[src/rtl/oss_pkg.sv]
/*
 * Constants and carrier types for the operational status reporter.
 * Assumes a single core clock; the register is reached through the
 * device's internal serial-command register port, one byte per address.
 */
// Operation
// - host may read the eight-bit status register anytime, in any state.
// - bit 7 mirrors the ready output pin; high when commands accepted.
// - bit 6 high once run asserted and normal operating mode entered.
// - bit 5 set on safe-mode entry after self-test or boot-load failure.
// - bit 4 high throughout RAM integrity check and RAM clearing.
// - bit 3 high while an external EEPROM programming cycle runs.
// - ready held low during EEPROM programming, raised after it ends.
// - bit 2 high while loading memory and tables from boot EEPROM.
// - bit 0 set when an external CAN controller has been detected.
// - after CAN controller init, bit 0 frozen in modes 6 and 7.
// - run low with ready high is idle; only then config writes allowed.
package oss_pkg;

    // register map
    localparam logic [15:0] OSS_STATUS_ADDR  = 16'h800e;
    localparam logic [7:0]  OSS_STATUS_RESET = 8'h00;

    // field positions inside the status byte
    localparam int OSS_BIT_READY   = 7;
    localparam int OSS_BIT_ACTIVE  = 6;
    localparam int OSS_BIT_SAFE    = 5;
    localparam int OSS_BIT_RAMCHK  = 4;
    localparam int OSS_BIT_EEPROG  = 3;
    localparam int OSS_BIT_BOOT    = 2;
    localparam int OSS_BIT_UNUSED  = 1;
    localparam int OSS_BIT_CANDET  = 0;

    // operating modes in which the presence bit is frozen
    localparam logic [2:0] OSS_MODE_FREEZE_A = 3'h6;
    localparam logic [2:0] OSS_MODE_FREEZE_B = 3'h7;

    // synchroniser depth for pin inputs
    localparam int OSS_SYNC_STAGES = 3;

    // internal condition sources from the rest of the device
    typedef struct packed {
        logic       core_ready;      // command engine able to serve host
        logic       normal_mode;     // device in normal operating mode
        logic       selftest_fail;   // one-cycle pulse
        logic       bootload_fail;   // one-cycle pulse
        logic       ram_check_in_progress;
        logic       eeprom_write_in_progress;
        logic       boot_load_in_progress;
        logic       can_detect;      // presence seen on CAN serial port
        logic       can_init_done;   // external CAN controller initialised
        logic [2:0] op_mode;
    } oss_src_t;

    // register access request from the serial command decoder
    typedef struct packed {
        logic        valid;          // one-cycle pulse
        logic        write;
        logic [15:0] addr;
        logic [7:0]  wdata;
    } oss_req_t;

    // read answer to the serial command decoder
    typedef struct packed {
        logic       valid;           // one-cycle pulse
        logic [7:0] data;
    } oss_rsp_t;

endpackage

[src/rtl/oss_pin_sync.sv]
/*
 * Three-stage pin synchroniser with agreement filter.
 * Assumes the input is asynchronous to core_clk; the output changes only
 * once the second and third stages agree, so one glitch cannot pass.
 */
module oss_pin_sync
    import oss_pkg::*;
#(
    parameter int WIDTH = 1
) (
    // clock and reset
    input  wire logic             core_clk,
    input  wire logic             rst_n,
    // asynchronous pins
    input  wire logic [WIDTH-1:0] pin_in,
    // filtered, synchronous levels
    output logic      [WIDTH-1:0] level_out
);

    initial begin
        if (WIDTH < 1) $error("oss_pin_sync: WIDTH must be at least 1");
    end

    logic [WIDTH-1:0] s1_reg, s2_reg, s3_reg, lvl_reg;
    logic [WIDTH-1:0] lvl_next;

    // accept a new level only when stages two and three agree
    always_comb begin
        lvl_next = lvl_reg;
        for (int i = 0; i < WIDTH; i++) begin
            if (s2_reg[i] == s3_reg[i]) lvl_next[i] = s3_reg[i];
        end
    end

    // first stage feeds only the second stage
    always_ff @(posedge core_clk) begin
        if (!rst_n) begin
            s1_reg  <= '0;
            s2_reg  <= '0;
            s3_reg  <= '0;
            lvl_reg <= '0;
        end else begin
            s1_reg  <= pin_in;
            s2_reg  <= s1_reg;
            s3_reg  <= s2_reg;
            lvl_reg <= lvl_next;
        end
    end

    assign level_out = lvl_reg;

endmodule // oss_pin_sync

[src/rtl/oss_status_reporter.sv]
/*
 * Operational status reporter: the read-only status byte, the ready
 * output pin and the idle qualifier for configuration writes, plus a
 * qualifier that tells the rest of the device when the presence bit
 * of the external CAN controller means anything.
 * Assumes the serial command decoder presents one access at a time as a
 * one-cycle request and takes the answer one cycle later; other
 * addresses belong to other register blocks and get no answer here.
 * Assumes the condition sources come from core_clk logic and need no
 * synchroniser; only the run pin is asynchronous and is filtered.
 * Assumes a synchronous, active-low reset long enough to flush the
 * run synchroniser; every output reads zero while it is held.
 * Status conditions show on the byte one cycle after their source,
 * and the run pin a few cycles later because of its filter.
 */
module oss_status_reporter
    import oss_pkg::*;
#(
    parameter int STATUS_WIDTH = 8
) (
    // clock and reset
    input  wire logic     core_clk,
    input  wire logic     rst_n,
    // device pins, asynchronous
    input  wire logic     run_pin,
    // internal condition sources, core_clk domain
    input  wire oss_src_t src,
    input  wire logic     can_transmit_enable,
    input  wire logic     can_receive_enable,
    // register port from the serial command decoder
    input  wire oss_req_t req,
    output oss_rsp_t      rsp,
    // ready output pin
    output logic          ready_pin,
    // qualifiers for the rest of the device
    output logic          cfg_write_allowed,
    output logic          can_status_valid,
    output logic [7:0]    status_out
);

    // the byte layout is fixed; a different width cannot be served
    initial begin
        if (STATUS_WIDTH != 8) begin
            $error("oss_status_reporter: STATUS_WIDTH must be 8");
        end
    end

    // each field must land inside the byte, or its condition is lost
    initial begin
        if (OSS_BIT_READY  >= STATUS_WIDTH ||
            OSS_BIT_ACTIVE >= STATUS_WIDTH ||
            OSS_BIT_SAFE   >= STATUS_WIDTH ||
            OSS_BIT_RAMCHK >= STATUS_WIDTH ||
            OSS_BIT_EEPROG >= STATUS_WIDTH ||
            OSS_BIT_BOOT   >= STATUS_WIDTH ||
            OSS_BIT_UNUSED >= STATUS_WIDTH ||
            OSS_BIT_CANDET >= STATUS_WIDTH) begin
            $error("oss_status_reporter: status field outside the byte");
        end
    end

    // the run synchroniser is built with exactly three stages
    initial begin
        if (OSS_SYNC_STAGES != 3) begin
            $error("oss_status_reporter: OSS_SYNC_STAGES must be 3");
        end
    end

    // synchronised run level
    logic run_sync;

    oss_pin_sync #(
        .WIDTH     (1)
    ) u_run_sync (
        .core_clk  (core_clk),
        .rst_n     (rst_n),
        .pin_in    (run_pin),
        .level_out (run_sync)
    );

    // state
    logic       ready_reg,      ready_next;
    logic       active_reg,     active_next;
    logic       safe_reg,       safe_next;
    logic       ramchk_reg,     ramchk_next;
    logic       eeprog_reg,     eeprog_next;
    logic       boot_reg,       boot_next;
    logic       candet_reg,     candet_next;
    logic       idle_reg,       idle_next;
    logic       canvalid_reg,   canvalid_next;
    logic [7:0] status_reg,     status_next;
    oss_rsp_t   rsp_reg,        rsp_next;

    logic       can_frozen;
    logic       ready_eff;
    logic       freeze_mode;
    logic       read_hit;

    // modes 6 and 7 are the ones in which the presence bit may freeze
    always_comb begin
        freeze_mode = (src.op_mode == OSS_MODE_FREEZE_A) ||
                      (src.op_mode == OSS_MODE_FREEZE_B);
    end

    // presence bit stops tracking once the controller is set up in 6 or 7
    always_comb begin
        can_frozen = src.can_init_done && freeze_mode;
    end

    // ready never rises while an eeprom programming cycle runs
    always_comb begin
        ready_eff = src.core_ready &&
                    !src.eeprom_write_in_progress;
    end

    // next values of the status conditions
    always_comb begin
        ready_next    = ready_eff;
        active_next   = run_sync && src.normal_mode;
        // safe mode only ends with a device reset, so the bit is sticky
        safe_next     = safe_reg || src.selftest_fail ||
                        src.bootload_fail;
        ramchk_next   = src.ram_check_in_progress;
        eeprog_next   = src.eeprom_write_in_progress;
        boot_next     = src.boot_load_in_progress;
        candet_next   = can_frozen ? candet_reg : src.can_detect;
    end

    // next values of the qualifiers for the rest of the device
    always_comb begin
        // idle: run low, ready high
        idle_next     = !run_sync && ready_eff;
        // presence bit is only meaningful under these conditions
        canvalid_next = run_sync &&
                        (can_transmit_enable || can_receive_enable);
    end

    // assemble the status byte; bit 1 stays zero
    always_comb begin
        status_next                 = OSS_STATUS_RESET;
        status_next[OSS_BIT_READY]  = ready_next;
        status_next[OSS_BIT_ACTIVE] = active_next;
        status_next[OSS_BIT_SAFE]   = safe_next;
        status_next[OSS_BIT_RAMCHK] = ramchk_next;
        status_next[OSS_BIT_EEPROG] = eeprog_next;
        status_next[OSS_BIT_BOOT]   = boot_next;
        status_next[OSS_BIT_UNUSED] = 1'b0;
        status_next[OSS_BIT_CANDET] = candet_next;
    end

    // a read of this byte is the only access that gets an answer
    always_comb begin
        read_hit = req.valid && !req.write &&
                   req.addr == OSS_STATUS_ADDR;
    end

    // register port: reads answer in any state, writes are dropped
    always_comb begin
        rsp_next      = '0;
        rsp_next.data = status_reg;
        if (read_hit) begin
            rsp_next.valid = 1'b1;
        end else begin
            // writes and other addresses change nothing, get no answer
            rsp_next.valid = 1'b0;
        end
    end

    // condition flops; everything clears on reset
    always_ff @(posedge core_clk) begin
        if (!rst_n) begin
            ready_reg  <= 1'b0;
            active_reg <= 1'b0;
            safe_reg   <= 1'b0;
            ramchk_reg <= 1'b0;
            eeprog_reg <= 1'b0;
            boot_reg   <= 1'b0;
            candet_reg <= 1'b0;
        end else begin
            ready_reg  <= ready_next;
            active_reg <= active_next;
            safe_reg   <= safe_next;
            ramchk_reg <= ramchk_next;
            eeprog_reg <= eeprog_next;
            boot_reg   <= boot_next;
            candet_reg <= candet_next;
        end
    end

    // qualifier flops for the rest of the device
    always_ff @(posedge core_clk) begin
        if (!rst_n) begin
            idle_reg     <= 1'b0;
            canvalid_reg <= 1'b0;
        end else begin
            idle_reg     <= idle_next;
            canvalid_reg <= canvalid_next;
        end
    end

    // status byte image, the source of both the output and the answer
    always_ff @(posedge core_clk) begin
        if (!rst_n) begin
            status_reg <= OSS_STATUS_RESET;
        end else begin
            status_reg <= status_next;
        end
    end

    // answer flop; a pulse in flight when reset comes must not escape
    always_ff @(posedge core_clk) begin
        if (!rst_n) begin
            rsp_reg <= '0;
        end else begin
            rsp_reg <= rsp_next;
        end
    end

    // pin and status bit share one next value, so they always agree
    assign ready_pin         = ready_reg;
    assign status_out        = status_reg;

    // qualifiers and the answer leave straight from their flops
    assign cfg_write_allowed = idle_reg;
    assign can_status_valid  = canvalid_reg;
    assign rsp               = rsp_reg;

endmodule // oss_status_reporter

[config.mk]
export PLATFORM = sky130hd
export DESIGN_NAME = oss_status_reporter
export DESIGN_NICKNAME = d
export VERILOG_FILES = /design/src/rtl/oss_pkg.sv /design/src/rtl/oss_pin_sync.sv /design/src/rtl/oss_status_reporter.sv
export SDC_FILE = /design/constraint.sdc
export NUM_CORES = 1
export LEC_CHECK = 0
export BUFFER_PORTS_ARGS = -buffer_cell sky130_fd_sc_hd__buf_2
export CORE_ASPECT_RATIO = 1.25
export CORE_UTILIZATION = 30
export CTS_CLUSTER_DIAMETER = 50
export DETAILED_ROUTE_END_ITERATION = 7
export GPL_TIMING_DRIVEN = 0
export PLACE_DENSITY = 0.67
export SLEW_MARGIN = 20
export SYNTH_ARGS = -nofsm -noshare
export SYNTH_HDL_FRONTEND = slang
export SYNTH_SLANG_ARGS = --single-unit
[constraint.sdc]
create_clock -name core_clk -period 1 [get_ports core_clk]
set_input_delay 0.25 -clock core_clk [delete_from_list [all_inputs] [get_ports core_clk]]
set_output_delay 0.25 -clock core_clk [all_outputs]
set_load 0.02 [all_outputs]
Word-level counts from Yosys, hierarchy flattened
Cells that the tools add are included.

operators by class
  eq/ne operators = 4
  multiplexer cells = 2
  reductions and logical operators = 14

operators with widths
  kind                  number
  $eq 16x16->1 const B  1
  $logic_and 1x1->1     7
  $eq 3x3->1 const B    2
  $logic_or 1x1->1      4
  $logic_not 1->1       3
  $mux 1                2
  $eq 1x1->1            1

word-level totals
  output and inout port bits = 20
  bits of input ports = 43
  register bits = 26
  word-level logic and storage cells = 33

Logic depth before layout (Yosys ltp)
Gate-level depths: netlist of the first run.

  depth in word-level cells = 4
  mapped depth = 3
  depth with buffers taken out = 3

Cells and area by module
Synthesis of the first run repeated with hierarchy kept, for this count alone.

unflattened totals
  cells, all modules = 58
  area, all modules = 694.4 um^2

by module, submodules not included
  module               cells an instance  seq. area each (um^2)  area an instance (um^2)  instances
  oss_status_reporter  48                 340.3                  578.1                    1
  oss_pin_sync         10                 80.1                   116.4                    1

Least setup slack after synthesis of the first run
OpenSTA, ideal clock, no wires.

  path type = input -> register
  start point = input port req[12] in the netlist's numbering
  end point = register rsp_reg (netlist bit rsp[8])
  required time = 913 ps
  stages on the path = 3
  slack = 71 ps
  arrival time = 841 ps
  setup time = 87 ps
  buffers on the path = 0
  path through = nor4b_2 nand4_1 nor4b_2

on the way
  cells in the longest elaborated chain, start to end = 3

ends and longest elaborated chain
  element                 line                        RTL
  start: declaration      oss_status_reporter.sv:31   input wire oss_req_t req,
  $eq 16x16->1            oss_status_reporter.sv:154  req.addr == OSS_STATUS_ADDR;
  $logic_and 1x1->1       oss_status_reporter.sv:153  read_hit = req.valid && !req.write &&
  $mux 1                  oss_status_reporter.sv:161  if (read_hit) begin
  end signal: assignment  oss_status_reporter.sv:215  rsp_reg <= rsp_next;
  end: declaration        oss_status_reporter.sv:92   oss_rsp_t rsp_reg, rsp_next;

Every way passes these cells.
A chain may end at the register's enable or synchronous reset.

==> results list, run 1 <==
- The flow ran to the end, but the final reports show violations.
- Failing checks: setup timing
- Pins over their slew limit: 0
* Clock tree from TritonCTS: yes
- Count of state elements after synthesis: 21
* Max rail drop VDD: between 0.0008 and 0.0009 V
* Max-cap violations: 0
* Number of library cell types mapped by synthesis: 19
- Static timing analysis puts the maximum clock frequency at approximately 900 MHz.
* Global-route track usage on met2: 22.6%
- Worst-case setup slack after placement: -0.243 ns
* Final setup skew: between 0.0007 and 0.0008 ns
* Final hold vios: 0
- Slowest-stage cell, CP: sky130_fd_sc_hd__dfxtp_2
- The cell area that synthesis handed to floorplanning was approximately 700 µm².
- The cell sitting at the root of the clock tree is a sky130_fd_sc_hd__clkbuf_4.
- Largest fanout on the critical path: 3
- Clock tree buffer depth: 2
- Global Route Usage Sum: a little under an eighth
- GRT Max-Usage Layer: met2
* Worst min-delay path endpoint: rsp[8]$_SDFF_PN0_
* Reported leakage power: roughly 0.57 nW
- In this run the most critical hold path is launched from req[20].
* Rows: 19
* Top area cells in the synthesized netlist: sky130_fd_sc_hd__dfxtp_1 (60%), sky130_fd_sc_hd__and2_1 (12%), sky130_fd_sc_hd__nor4b_2 (6.4%)
* Drt first pass iters: 2
* Area share of the largest cell type after synthesis: 59.9%
* Critical setup path kind: flop to output port
- Sorting the synthesized cells by how often they occur yields sky130_fd_sc_hd__dfxtp_1 (21), sky130_fd_sc_hd__and2_1 (13), sky130_fd_sc_hd__buf_4 (5).
* Worst setup startpoint: ready_pin$_SDFF_PN0_
- Height of the die: roughly 56 µm
* Min cycle time layout: between 1 and 1.5 ns
- Entering global routing, the biggest net connects 12 pins.
* Wire length of the first global-routing pass: ~2200 µm
- Once detail routing completed, the nets flagged for antenna violations numbered 0.
- Grt met3 use: under 10%
* Largest register FFs: 8
- Relative area change from synthesis to final layout: 64.9%
- The die is 45.3 µm wide.
- Met1 GRT Util: between 10% and 20%
- Most used cell along the critical path: sky130_fd_sc_hd__buf_6
- In the post-synthesis netlist, the cell with the most instances is sky130_fd_sc_hd__dfxtp_1.
* DRC violations left: 0
- Average via count per standard cell: between 4 and 5
- Walking the worst path, the cells encountered are buf_6 > buf_6.
- Of all cell types, the one taking the most synthesized area is sky130_fd_sc_hd__dfxtp_1.
- In this run the number of H-tree levels came out at 1.
- The worst setup path is captured at an output port.
* Part of the Yosys area used for sequential elements: 59.9%
* Crit start category: flop
- Of all flip-flops after synthesis, the portion carrying an async set or reset was 0%.
- Number of global-route vias before repair: ~560
- Average routed wire per standard cell: around 9.2 µm
- For this design the ratio of total power to cell area is between 1000 and 1500 mW/mm².
- Setup violations remaining at the end of the flow were counted as 6.
- Flip-flop cell with the highest count after synthesis: sky130_fd_sc_hd__dfxtp_1
- A synthesized cell averages 11.9 µm².
- The number of cells on the worst reg-to-reg path is 2.
* Antenna violations before repair: 0
* Unrepaired setup endpoints after global routing: yes
- Top Ports: 63
* Part of the cycle the worst path needs: 111%
* Post-Place Cells: ~140
* First-iteration detailed-routing DRC count: 4
* Global route overflow: 0
- Number of nets in the final layout: about 160
* Area of the die: around 0.0025 mm²
- Number of cells on the worst hold path: 2
- Buffers & Inverters on Critical Path: 2
- The later pin in the worst-skew pair is clocked with a latency of a little under 0.3 ns.
* Synth warn: 0
* Number of clock buffers inserted by TritonCTS: 3
* Starting utilization of the core area: between 30% and 40%
- The cell family contributing the most delay on the critical path is flip-flops.
* Core outline area: between 0.002 and 0.0025 mm²
* Weighted congestion reported at the end of routability-driven placement: a little over 0.6
* Fraction of final layout cells with drive strength greater than 1: 69.6%
- Excluding fillers, the count of instances in the completed layout stands at 146.
- Total number of vias: roughly 620
- The worst hold path belongs to the class input port to flop.
- Data required time of the critical path: approximately 0.75 ns
* Fraction of the core area covered by cells at the end of the flow: a little over half
- Total routed wirelength: between 1000 and 1500 µm
* Delay contributed by the slowest stage of the critical path: around 0.34 ns
* Gate count of the mapped netlist: a little under 60
- In this run the tool buffered the top-level ports with 51 buffer cells.
- Clock tree synthesis found a total of 21 sinks.
- Power comes to roughly 1.5 mW.
* Register clock-pin slew on the reported worst setup and hold paths: about 0.11 ns
- Slack of the worst reg-to-reg path: about 0.17 ns
- The repair_antennas step left the layout with diodes totalling 0.
- Number of flops mapped to enable cells by yosys: 0
- After layout, the worst setup slack is -0.106 ns.
- In this run the critical register-to-register path is captured at status_out[5]$_SDFF_PN0_.
- Data arrival time at the worst-slack endpoint: between 0.8 and 0.9 ns
* R2r startpoint: status_out[5]$_SDFF_PN0_
==> per-stage QoR <==
| stage | setup TNS (ns) | instance area, µm² | hold WS (ns) |
|---|---|---|---|
| floorplan | 0 | 706 | 0.321 |
| global placement | -1.96 | 1000 | 0.414 |
| detailed placement | -2.40 | 1000 | 0.421 |
| CTS | -0.412 | 1160 | 0.0857 |
| global route | -0.798 | 1160 | 0.0759 |
| finish | -0.191 | 1160 | 0.0984 |
==> where the power goes <==
| part | switching, mW | leakage, nW | internal [mW] | total, mW |
|---|---|---|---|---|
| registers | 0.0159 | 0.179 | 0.871 | 0.887 |
| logic | 0.0905 | 0.372 | 0.130 | 0.220 |
| clock network | 0.237 | 0.0150 | 0.155 | 0.392 |
| total | 0.343 | 0.565 | 1.16 | 1.50 |
==> worst max-delay path by stage <==
| stage | end | slack, ns | depth (start not counted) |
|---|---|---|---|
| final | status_out[7] | -0.11 | 2 |
| after CTS | status_out[7] | -0.12 | 2 |
| after global placement | can_status_valid$_SDFF_PN0_ | -0.20 | 4 |
| after floorplan | rsp[8]$_SDFF_PN0_ | 0.07 | 3 |
| after global routing | status_out[7] | -0.15 | 2 |
| after detailed placement | can_status_valid$_SDFF_PN0_ | -0.24 | 4 |
==> area by class of cell <==
type	count	area [µm²]
Tap cell	31	38.8
Multi-Input combinational cell	32	240
Clock buffer	4	26.3
Fill cell	218	1050
Timing Repair Buffer	53	377
Sequential cell	21	442
Buffer	5	33.8
==> cell families after synthesis <==
family	count (synthesis)	share of synthesized area, %
simple gates	25	27.3
flops	21	59.9
buf+inv	7	6.42
compound gates	4	4.46
mux	1	1.43
other cells	1	0.534
==> metal layers <==
metal  share of wire, %  vias to the layer above
met4               0.89                        0
li1                   -                      303
met2                 57                       34
met3                5.9                        2
met1                 36                      279
met5                  0                        -
==> repair_timing <==
item / CTS / global route
setup endpoints to repair: 18 / 18
setup buffers: 2 / 0
gates resized for setup: 52 / 0
hold buffers: 0 / 0
pin swaps: 0 / 0
==> placed cells by master (no fill, tap or decap) <==
cell / count
sky130_fd_sc_hd__nor2b_1: 2
sky130_fd_sc_hd__and2_1: 13
sky130_fd_sc_hd__o21ai_0: 1
sky130_fd_sc_hd__nand2_1: 1
sky130_fd_sc_hd__conb_1: 2
sky130_fd_sc_hd__clkbuf_1: 3
sky130_fd_sc_hd__nand3_1: 1
sky130_fd_sc_hd__and4b_1: 1
sky130_fd_sc_hd__dfxtp_2: 17
sky130_fd_sc_hd__buf_2: 34
sky130_fd_sc_hd__dfxtp_1: 4
sky130_fd_sc_hd__and3b_1: 1
sky130_fd_sc_hd__buf_6: 18
sky130_fd_sc_hd__mux2i_1: 1
sky130_fd_sc_hd__buf_4: 4
sky130_fd_sc_hd__o211a_1: 1
sky130_fd_sc_hd__nor4b_2: 3
sky130_fd_sc_hd__o31a_1: 1
sky130_fd_sc_hd__a21boi_0: 1
sky130_fd_sc_hd__clkbuf_4: 3
sky130_fd_sc_hd__nor4_2: 1
sky130_fd_sc_hd__and3_1: 1
sky130_fd_sc_hd__nand4_1: 1
Power figures use the tool's default switching activity.
==> inputs of run 2 (changes only) <==
- CTS_BUF_LIST: not set -> sky130_fd_sc_hd__clkbuf_2 sky130_fd_sc_hd__clkbuf_4 sky130_fd_sc_hd__clkbuf_8
==> results list, run 2 (same netlist as run 1, synthesis figures left out) <==
- Cell internal power dissipation: 1.18 mW (+2.3%)
* Max Clock Freq: 910 MHz (+0.61%)
* Register clock-pin slew on the reported worst setup and hold paths: 0.10 ns (about the same)
* Height of the die: 56.1 µm (unchanged)
- Weighted congestion reported at the end of routability-driven placement: 0.618 (unchanged)
- Worst hold path class: input port to flop
- The number of design rule violations left after detail routing is 0 (unchanged).
- The path depth of the worst reg2reg path was 2 (unchanged).
- The root buffer cell chosen for the clock tree is sky130_fd_sc_hd__clkbuf_4.
* Commonest non-fill, non-tap cell in the layout: sky130_fd_sc_hd__buf_2
* Chip Width: 45.3 µm (unchanged)
- Failing checks: setup timing
- The number of buffers inserted during clock tree synthesis came to 3 (unchanged).
- The combinational share of power came to 14.4% (-0.3 points).
- The final total negative setup slack is -0.174 ns (+0.0162 ns).
* Global route overflow: 0 (unchanged)
- The met2 wirelength from detailed routing was 758 µm (-1.0%).
* Average routed wire per standard cell: 9.13 µm (-1.1%)
* Seq. cell area: 442 µm² (unchanged)
- CTS sink cnt: 21 (unchanged)
* Maximum number of pins on one net before global-route repair: 12 (unchanged)
* Sw power: 0.340 mW (-0.97%)
- Clock tree from TritonCTS: yes
- Final setup skew: 0.00633 ns (+0.00558 ns)
- The maximum fanout along the worst path is 3 (unchanged).
- The number of cells traversed by the worst hold path was 2 (unchanged).
- The count of filler cells inserted in the layout is 218 (unchanged).
* Max rail drop VDD: 0.000884 V (+8.0%)
- Critical setup path kind: flop to output port
- First-iteration detailed-routing DRC count: 5 (+1)
- Crit start category: flop
- Max-cap violations: 0 (unchanged)
- Part of the cycle the worst path needs: 110% (-0.67 points)
* Top Ports: 63 (unchanged)
* Worst skew pair latency: 0.29 ns (about the same)
- Metal3 WL: 91 µm (+14%)
- The largest buffer count on any clock path is 2 (unchanged).
* Rows: 19 (unchanged)
* Result of the run: finished, violations left
- The part of the total power dissipated in the clock network came to 27.3% (+1.2 points).
- # diodes: 0 (unchanged)
* Global Route Usage Sum: 11.5% (unchanged)
- The number of input and output port buffers inserted came to 51 (unchanged).
- Largest register FFs: 8 (unchanged)
* Fraction of final layout cells with drive strength greater than 1: 70.4% (+0.87 points)
- The net switching share of the total power is 22.3% (-0.57 points).
- Number of nets in the final layout: 159 (unchanged)
* Final Cell Area: 0.00116 mm² (+0.32%)
* Average via count per standard cell: 4.21 (-0.65%)
- The number of hold-repair buffers added at the cts stage is 0 (unchanged).
- Relative area change from synthesis to final layout: 65.4%
- Multi-input gate area: 240 µm² (unchanged)
* Reported leakage power: 0.569 nW (+0.60%)
- The detailed router used layers up to and including met4.
* Overall power after layout: 1.52 mW (+1.6%)
- Setup-failing EPs final: 5 (-1)
- The number of nets still failing antenna checks after routing was 0 (unchanged).
* Antenna violations before repair: 0 (unchanged)
- Area of the die: 0.00254 mm² (unchanged)
- Core outline area: 0.00221 mm² (unchanged)
- The time the final worst path needs with I/O delays and setup was 1.10 ns (-0.00671 ns).
- Wire length of the first global-routing pass: 2150 µm (unchanged)
- Total routed wirelength: 1330 µm (-1.1%)
* Power density of the placed cells: 1310 mW/mm² (+1.2%)
* Data required time of the critical path: 0.75 ns (about the same)
- Routed metal-1 wirelength: 471 µm (-3.5%)
- Starting utilization of the core area: 31.7% (unchanged)
- Unrepaired setup endpoints after global routing: yes
- Proportion of power drawn by flip-flops and latches: 58.3% (-0.9 points)
- The top cell types in the final layout, fill and taps aside, are sky130_fd_sc_hd__buf_2 (34), sky130_fd_sc_hd__buf_6 (18), sky130_fd_sc_hd__dfxtp_2 (17).
* Worst-case setup slack after placement: -0.243 ns (unchanged)
- The number of global-route vias before repair came to 555 (unchanged).
* Data arrival time at the worst-slack endpoint: 0.85 ns (about the same)
* Crit. End Element: output port
* Final hold vios: 0 (unchanged)
- Total number of vias: 614 (-0.65%)
* Instance area at placement: 1000 µm² (unchanged)
- Pins over their slew limit: 0 (unchanged)
- The number of iterations in the first detailed-routing pass is 4 (+2).
* Post-route worst setup slack: -0.0990 ns (+0.00671 ns)
* Deepest level of the CTS H-tree: 1 (unchanged)
-- run 2: timing repair --
item                       in CTS  in global routing
setup endpoints to repair      18                 18
gates resized for setup        52                  0
buffers inserted                2                  0
-- run 2: area by class of cell --
cell class,count,share of cell area [%]
sequential,21,38.0
multi-input combinational,32,20.7
buffer,5,2.91
timing repair buffer,53,32.4
clock buffer,4,2.59
tap,31,3.34
-- run 2: critical path, cell delays in order (launching register included) --
cell and delay (ns):
sky130_fd_sc_hd__dfxtp_2 0.34, sky130_fd_sc_hd__buf_6 0.11, sky130_fd_sc_hd__buf_6 0.12
-- run 2: metrics by stage --
stage          utilization (%)  hold WS [ns]  std cells
2_1_floorplan                -         0.321         60
3_3_place_gp              45.2         0.414        142
3_5_place_dp              45.2         0.421        142
4_1_cts                   52.5        0.0879        146
5_1_grt                   52.5        0.0773        146
6_report                  52.5         0.104        146
-- run 2: final timing paths --
kind,start,to,slack [ns]
max,ready_pin$_SDFF_PN0_,status_out[7],-0.1
max reg2reg,status_out[5]$_SDFF_PN0_,status_out[5]$_SDFF_PN0_,0.17
min,req[20],rsp[8]$_SDFF_PN0_,0.10
min reg2reg,u_run_sync.s1_reg$_SDFF_PN0_,u_run_sync.s2_reg$_SDFF_PN0_,0.45
-- run 2: metal layers --
metal,vias to the layer above,track usage [%]
met5,-,0
met4,0,5.19
met3,2,1.95
met2,38,22.6
met1,272,10.6
li1,302,-
-- run 2: power groups by stage --
stage | sequential [mW] | clock (mW) | combinational, mW
2_1_floorplan | 0.921 | 0 | 0.0678
3_3_place_gp | 0.894 | 0 | 0.187
3_5_place_dp | 0.896 | 0 | 0.192
4_1_cts | 0.887 | 0.443 | 0.223
5_1_grt | 0.890 | 0.476 | 0.239
6_report | 0.887 | 0.416 | 0.220
